## src/core/hdlc_irq_consts.vh

```
// Purpose: Constants for the second data link interrupt enable block
// Assumes: Included by bare name
// Notes: Offsets are register indices on the plain register port
`ifndef HDLC_IRQ_CONSTS_VH
`define HDLC_IRQ_CONSTS_VH
`define ADDR_W 4
`define REG_STATUS 4'h6
`define REG_ENABLE 4'h7
`define ENABLE_RESET 7'h00
`define STATUS_RESET 8'h00
`define ENABLE_MASK 8'h7f
`define BIT_TX_BEGIN 6
`define BIT_RX_BEGIN 5
`define BIT_TX_DONE 4
`define BIT_RX_DONE 3
`define BIT_CHECK 2
`define BIT_ABORT 1
`define BIT_IDLE 0
`define NUM_EVENTS 7
`endif

```

## src/core/hdlc_link_irq_enable.v

```verilog
// Purpose: Interrupt enable gating for the second data link controllers
// Assumes: Event pulses come from logic on clk_sys, one cycle each
// Notes: Status register clears on read; enable register is read/write
//
// Function
// RL1 - Transmit-begin event raises interrupt when enable bit 6 set
// RL2 - Receive-begin event raises interrupt when enable bit 5 set
// RL3 - Transmit-done event raises interrupt when enable bit 4 set
// RL4 - Receive-done event raises interrupt when enable bit 3 set
// RL5 - Check-sequence mismatch raises interrupt when enable bit 2 set
// RL6 - Seven-ones abort raises interrupt when enable bit 1 set
// RL7 - Idle flag octet 0x7E raises interrupt when enable bit 0 set
// RL8 - Status flags latch on event, clear when status register is read
// RL9 - Receive-done also declared when receive buffer becomes full
// RL10 - Request high while any enabled flag set; enables reset to zero
//
// The placing of the registers and the plain strobed port were left to the implementer.
`timescale 1ns/100ps
`include "hdlc_irq_consts.vh"
module hdlc_link_irq_enable (
   // Clock and reset
   input wire clk_sys,
   input wire rstn,
   // Register port
   input wire [`ADDR_W-1:0] reg_addr,
   input wire [7:0] reg_wdata,
   input wire reg_wr,
   input wire reg_rd,
   output wire [7:0] reg_rdata,
   // Event pulses from the controllers
   input wire tx_msg_begin,
   input wire rx_msg_begin,
   input wire tx_msg_done,
   input wire rx_msg_done,
   input wire rx_buf_full,
   input wire check_mismatch,
   input wire abort_seen,
   input wire flag_idle,
   // Enable bits and interrupt
   output wire [6:0] irq_enable,
   output wire irq
);
   // ------------------------------------------------
   // Event collection
   // ------------------------------------------------
   wire [`NUM_EVENTS-1:0] event_vec;
   wire [`NUM_EVENTS-1:0] flag_vec;
   wire status_rd;
   reg [6:0] enable_ff;
   reg [7:0] rdata_ff;
   reg irq_ff;
   reg [7:0] nxt_rdata;
   wire nxt_irq;
   assign event_vec[`BIT_TX_BEGIN] = tx_msg_begin; // RL1
   assign event_vec[`BIT_RX_BEGIN] = rx_msg_begin; // RL2
   assign event_vec[`BIT_TX_DONE] = tx_msg_done; // RL3
   assign event_vec[`BIT_RX_DONE] = rx_msg_done | rx_buf_full; // RL4 RL9
   assign event_vec[`BIT_CHECK] = check_mismatch; // RL5
   assign event_vec[`BIT_ABORT] = abort_seen; // RL6
   assign event_vec[`BIT_IDLE] = flag_idle; // RL7
   assign status_rd = reg_rd & (reg_addr == `REG_STATUS);
   // ------------------------------------------------
   // Sticky flags
   // ------------------------------------------------
   genvar gi;
   generate
      for (gi = 0; gi < `NUM_EVENTS; gi = gi + 1) begin : g_flag
         event_flag u_flag (
            .clk_sys(clk_sys),
            .rstn(rstn),
            .set_pulse(event_vec[gi]),
            .clr_pulse(status_rd), // RL8
            .flag(flag_vec[gi])
         );
      end
   endgenerate
   // ------------------------------------------------
   // Enable register
   // ------------------------------------------------
   always @(posedge clk_sys or negedge rstn) begin
      if (!rstn) begin
         enable_ff <= `ENABLE_RESET; // RL10
      end else if (reg_wr && (reg_addr == `REG_ENABLE)) begin
         enable_ff <= reg_wdata[6:0];
      end
   end
   // ------------------------------------------------
   // Read data
   // ------------------------------------------------
   always @* begin
      nxt_rdata = 8'h00;
      if (reg_rd) begin
         case (reg_addr)
            `REG_STATUS: nxt_rdata = {1'b0, flag_vec};
            `REG_ENABLE: nxt_rdata = {1'b0, enable_ff};
            default: nxt_rdata = 8'h00;
         endcase
      end
   end
   // ------------------------------------------------
   // Interrupt request
   // ------------------------------------------------
   assign nxt_irq = |(flag_vec & enable_ff & ~{7{status_rd}}); // RL10
   always @(posedge clk_sys or negedge rstn) begin
      if (!rstn) begin
         rdata_ff <= `STATUS_RESET;
         irq_ff <= 1'b0;
      end else begin
         rdata_ff <= nxt_rdata;
         irq_ff <= nxt_irq | (|(event_vec & enable_ff)); // RL1 RL2 RL3 RL4 RL5 RL6 RL7 RL9
      end
   end
   assign reg_rdata = rdata_ff;
   assign irq_enable = enable_ff;
   assign irq = irq_ff;
endmodule // hdlc_link_irq_enable

```

## src/core/event_flag.v

```verilog
// Purpose: One sticky reset-upon-read event flag
// Assumes: Event and read pulses are on clk_sys
// Notes: Set wins over clear
`timescale 1ns/100ps
module event_flag (
   // Clock and reset
   input wire clk_sys,
   input wire rstn,
   // Control
   input wire set_pulse,
   input wire clr_pulse,
   // State
   output wire flag
);
   reg flag_ff;
   wire nxt_flag;
   assign nxt_flag = set_pulse | (flag_ff & ~clr_pulse);
   always @(posedge clk_sys or negedge rstn) begin
      if (!rstn) begin
         flag_ff <= 1'b0;
      end else begin
         flag_ff <= nxt_flag;
      end
   end
   assign flag = flag_ff;
endmodule // event_flag

```

## config.mk

```make
export PLATFORM = sky130hd
export DESIGN_NAME = hdlc_link_irq_enable
export DESIGN_NICKNAME = d
export VERILOG_FILES = /design/src/core/hdlc_link_irq_enable.v /design/src/core/event_flag.v
export VERILOG_INCLUDE_DIRS = /design/src /design/src/core
export SDC_FILE = /design/constraint.sdc
export NUM_CORES = 1
export LEC_CHECK = 0
export ABC_AREA = 1
export BUFFER_PORTS_ARGS = -buffer_cell sky130_fd_sc_hd__buf_2
export CORE_ASPECT_RATIO = 0.7
export CORE_UTILIZATION = 46
export DETAILED_ROUTE_END_ITERATION = 6
export PLACE_DENSITY = 0.76
export SYNTH_ARGS = -nofsm -noshare
export SYNTH_HDL_FRONTEND = slang
export SYNTH_SLANG_ARGS = --single-unit
```

## constraint.sdc

```tcl
create_clock -name clk_sys -period 1.1 [get_ports clk_sys]
set_input_delay 0.055 -clock clk_sys [delete_from_list [all_inputs] [get_ports clk_sys]]
set_output_delay 0.055 -clock clk_sys [all_outputs]
set_load 0.05 [all_outputs]
```

Word-level counts from Yosys, hierarchy flattened
Cells that the tools add are included.
{"block": "word_totals", "register_bits": 23, "in_bits": 24, "out_inout_bits": 16, "wordCells": 39}
{"block": "classes", "bitwise_logic": 22, "n_mux": 2, "reduce_logical": 3, "n_eq_ne": 2}
{"cell": "7-bit bitwise AND", "count": 3}
{"cell": "7-bit one-hot mux with 2 select lines", "count": 1}
{"cell": "7-bit OR reduction", "count": 2}
{"cell": "1-bit bitwise OR", "count": 9}
{"cell": "1-bit bitwise AND", "count": 8}
{"cell": "4-bit by 3-bit == test with 1-bit output (second input constant)", "count": 2}
{"cell": "8-bit two-way mux", "count": 1}
{"cell": "7-bit NOT", "count": 1}
{"cell": "1-bit logical AND", "count": 1}
{"cell": "1-bit NOT", "count": 1}

Logic depth before layout (Yosys ltp)
{"block": "depth", "word_depth": 6, "mapped_depth": 6, "mapped_depth_nobuf": 6}

Hierarchy
Synthesis repeated with hierarchy kept, for this count alone.
{"block": "hier_totals", "cells_unflattened": 134, "area_unflattened_um2": 1039.7}
{"mod": "hdlc_link_irq_enable", "cells_each": 99, "area_per_inst_um2": 759.5, "seq_area_each_um2": 375.4, "n_inst": 1}
{"mod": "event_flag", "cells_each": 5, "area_per_inst_um2": 40.0, "seq_area_each_um2": 25.0, "n_inst": 7}

Worst setup path after synthesis
OpenSTA, ideal clock, no wires.
{"block": "synth_path", "path_kind": "register to register", "start": "reg enable_ff[5], in the netlist irq_enable[5]", "end": "reg irq_ff, in the netlist irq", "setup_ps": 117, "synth_period_minus_slack_ps": 1091, "required_time_ps": 983, "setup_slack_ps": 9, "path_stages_with_launch": 7, "arrival_time_ps": 974, "path_buffers": 0, "cell_sequence": "dfrtp_1 > nand2_1 > nand2_1 > nor2_1 > nand2_1 > nand2_1 > nand2_1"}
{"block": "synth_via", "elab_chain_cells": 4, "word_cells_on_any_way": 6, "cone_classes": "bitwise (4); reduce/logical (2)"}
{"element": "start, declared", "line": "hdlc_link_irq_enable.v:49", "source": "reg [6:0] enable_ff;"}
{"element": "start signal, assigned", "line": "hdlc_link_irq_enable.v:82", "source": "enable_ff <= `ENABLE_RESET;"}
{"element": "start signal, assigned", "line": "hdlc_link_irq_enable.v:84", "source": "enable_ff <= reg_wdata[6:0];"}
{"element": "7-bit bitwise AND (2 in a row)", "line": "hdlc_link_irq_enable.v:103", "source": "assign nxt_irq = |(flag_vec & enable_ff & ~{7{status_rd}});"}
{"element": "7-bit OR reduction", "line": "hdlc_link_irq_enable.v:103"}
{"element": "1-bit bitwise OR *", "line": "hdlc_link_irq_enable.v:110", "source": "irq_ff <= nxt_irq | (|(event_vec & enable_ff));"}
{"element": "end signal, assigned", "line": "hdlc_link_irq_enable.v:110"}
{"element": "end, declared", "line": "hdlc_link_irq_enable.v:51", "source": "reg irq_ff;"}
Mark *: on every way between the ends. The rest lies on a longest branch, timed or not.
A chain may end at the register's enable or synchronous reset.

Final worst setup path
{"block": "layout_path", "start": "reg enable_ff[1], in the netlist irq_enable[1]", "end": "out irq_enable[1]"}
{"element": "end, declared", "line": "hdlc_link_irq_enable.v:40", "source": "output wire [6:0] irq_enable,"}
No word-level cell between the ends.

==> results.ini <==
[setup_path]
rrSetupSlack_ns = 0.14
reg2reg_from = irq_enable[5]
crit_path_max_fanout = 5
worst-setup-path-type = reg -> out
critPathArrivalTime_ns = 1.00
crit_path_end_kind = output port
critPathSlowestCell = dfrtp_1
max_stage_delay_ns = 0.46
r2r-end = irq
start_kind = flip-flop
crit_buf_inv = 1
worst_ep_required_time_ns = 1.04
crit_chain = buf_4
crit_family = flip-flops
reg2reg_depth = 6

[power]
power_mw = 2.03
swShare_pct = 36.3
p_clk_share_pct = 21.5
p_sw_mw = 0.738
p_seq_share_pct = 47.7
powerDensity_nw_per_um2 = 1430
p_leak_nw = 0.824
p_int_mw = 1.29
comb_power_share_pct = 30.7
ir_worst_vdd_mv = 0.811

[grt]
grt_pass1_vias = 909
antenna_found_initial = 0
grt_usage_pct = 23.4
grt_max_degree = 23
grt.overflow.total = 0
grt_pass1_wl_um = 3850

[sta]
skew_ns = 0.00253
drv_slew = 0
period_needed_ns = 1.05
period_share_pct = 95.6
setup_violations = 0
rsz0062_at_grt = false
finalHoldViolations = 0
setup-tns-final_ns = 0
fmax_mhz = 951

[yosys]
async_flop_share_pct = 100
ys_seq_elements = 22
synth_compound_area_share_pct = 0.498
syn-instance-count = 127
synth_edf_count = 0
synthAdderAreaFrac_pct = 0
synth_area_leaders = dfrtp_1, nand2_1, nand3_1
yosysWarnings = 0
mappedNetlistArea_um2 = 1010
yosys_most_used_dff = dfrtp_1
synth.most_common_cell = nand2_1
synth_seq_area_share_pct = 54.7
synth.avg_cell_area_um2 = 7.92
synth_top_cell_area_share_pct = 54.7
synthTopCellsByCount = nand2_1, dfrtp_1, nand3_1
syn_nets = 151
synth_top_area_cell = dfrtp_1
ys_types = 15
yosys.area_share.simple_pct = 37.2
muxShareOfSynthArea_pct = 0
synth_top_family_by_area = simple AND/OR/NAND/NOR gates
synth_xor_area_share_pct = 0

[floorplan]
die_h_um = 41.1
start_util_pct = 51.5
rows = 13
die_w_um = 57.9
die_area_um2 = 2380
core_area_um2 = 1950
ioPinCount = 40

[min_path]
holdPathStages = 3
min_to = irq_enable[1]
hp-start = reg_wr
hp-class = in -> reg

[routing]
wl_um = 2440
drc = 2
dr.pass1.iters = 6
dr_total_vias = 987
vias_per_cell = 4.84
initialDrtViolationCount = 32
ant_nets = 0
wire_per_inst_um = 11.9

[cells_and_area]
layout-drive-gt1-share_pct = 27.5
post-route-util_pct = 72.7
nets = 207
n_antenna_cell = 0
area_growth_pct = 41.0

[flow_run]
drv_cap = 0

[place]
dp_hpwl_um = 1650
io_buffers = 37
place_congestion = 0.809

[clock_tree]
cts_made_buffers = 3
cts_root_buffer = clkbuf_4
clock_latency_ns = 0.31
htree_levels = 1
clock_path_buffers = 2
cts_num_sinks = 22
post_cts.repair.setup_buffers = 0
cts.clk_slew.worst_paths_ns = 0.11
cts_tree = built

[run_status]
status = finished with violations
violations = DRC

power groups by stage:
stage          logic (mW)  registers [mW]  clock network [mW]
4_1_cts             0.608           0.961               0.452
3_3_place_gp        0.536           0.969                   0
3_5_place_dp        0.545           0.975                   0
2_1_floorplan       0.173            1.18                   0
6_report            0.624           0.969               0.437
5_1_grt             0.673           0.977               0.483
worst min-delay path, cell delays in order:
cell and delay [ns]:
buf_2 0.15, nand3_1 0.09, nand2_1 0.05
cells by family after synthesis:
group | after synthesis
other | 1
AOI/OAI and AO/OA | 1
buffers and inverters | 15
DFF | 22
and+or+nand+nor | 88
worst max path at each step:
stage | end | from | depth (start not counted)
floorplan | irq | irq_enable[5] | 6
global placement | reg_rdata[0] | reg_addr[3] | 7
detailed placement | reg_rdata[0] | reg_addr[3] | 7
CTS | irq_enable[5] | irq_enable[5] | 1
global route | irq_enable[0] | irq_enable[0] | 1
finish | irq_enable[1] | irq_enable[1] | 1
cell usage in the layout (no fill, tap or decap):
master / count
buf_4: 9
dfrtp_2: 2
nand3_2: 1
nand3_1: 14
dlygate4sd3_1: 16
clkbuf_4: 3
conb_1: 1
nand2_2: 1
inv_1: 10
dfrtp_1: 20
buf_2: 30
inv_2: 1
nand4_1: 1
nor2_1: 4
o21ai_0: 1
nand2_1: 65
clkbuf_8: 1
nor2_4: 2
stage by stage:
stage | hold WS [ns] | area, um2 | instances | setup slack [ns]
finish | 0.0524 | 1420 | 204 | 0.0489
global route | 0.0513 | 1420 | 204 | 0.0148
CTS | 0.0445 | 1410 | 204 | 0.00127
detailed placement | 0.0441 | 1200 | 184 | 0.141
global placement | 0.0314 | 1200 | 184 | 0.184
floorplan | -0.241 | 1010 | 127 | 0.00910
final cells by class:
type,count,area [um2]
fillers,158,533
well taps,22,27.5
inverters,11,41.3
repair buffers,55,378
clock buffers,4,36.3
flip-flops and latches,22,553
multi-input cells,90,383
per-layer routing:
layer	global-route usage, %	vias up	wire, um
met5	0	-	0
met3	7.57	8	112
met2	44.8	39	1260
li1	-	494	-
met4	11.9	0	46
met1	24.4	446	1020
state kept, by name, summed over array words and instances (netlist names):
signal,count
irq_enable,7
reg_rdata,7
g_flag.u_flag.flag,7
irq,1
what timing repair did:
item                                   4_1_cts  5_1_grt
hold buffers                                16        0
setup endpoints to repair                    4        5
endpoints found under the hold margin       36        0
resized for setup                            4        8
(Power assumes the default switching activity.)
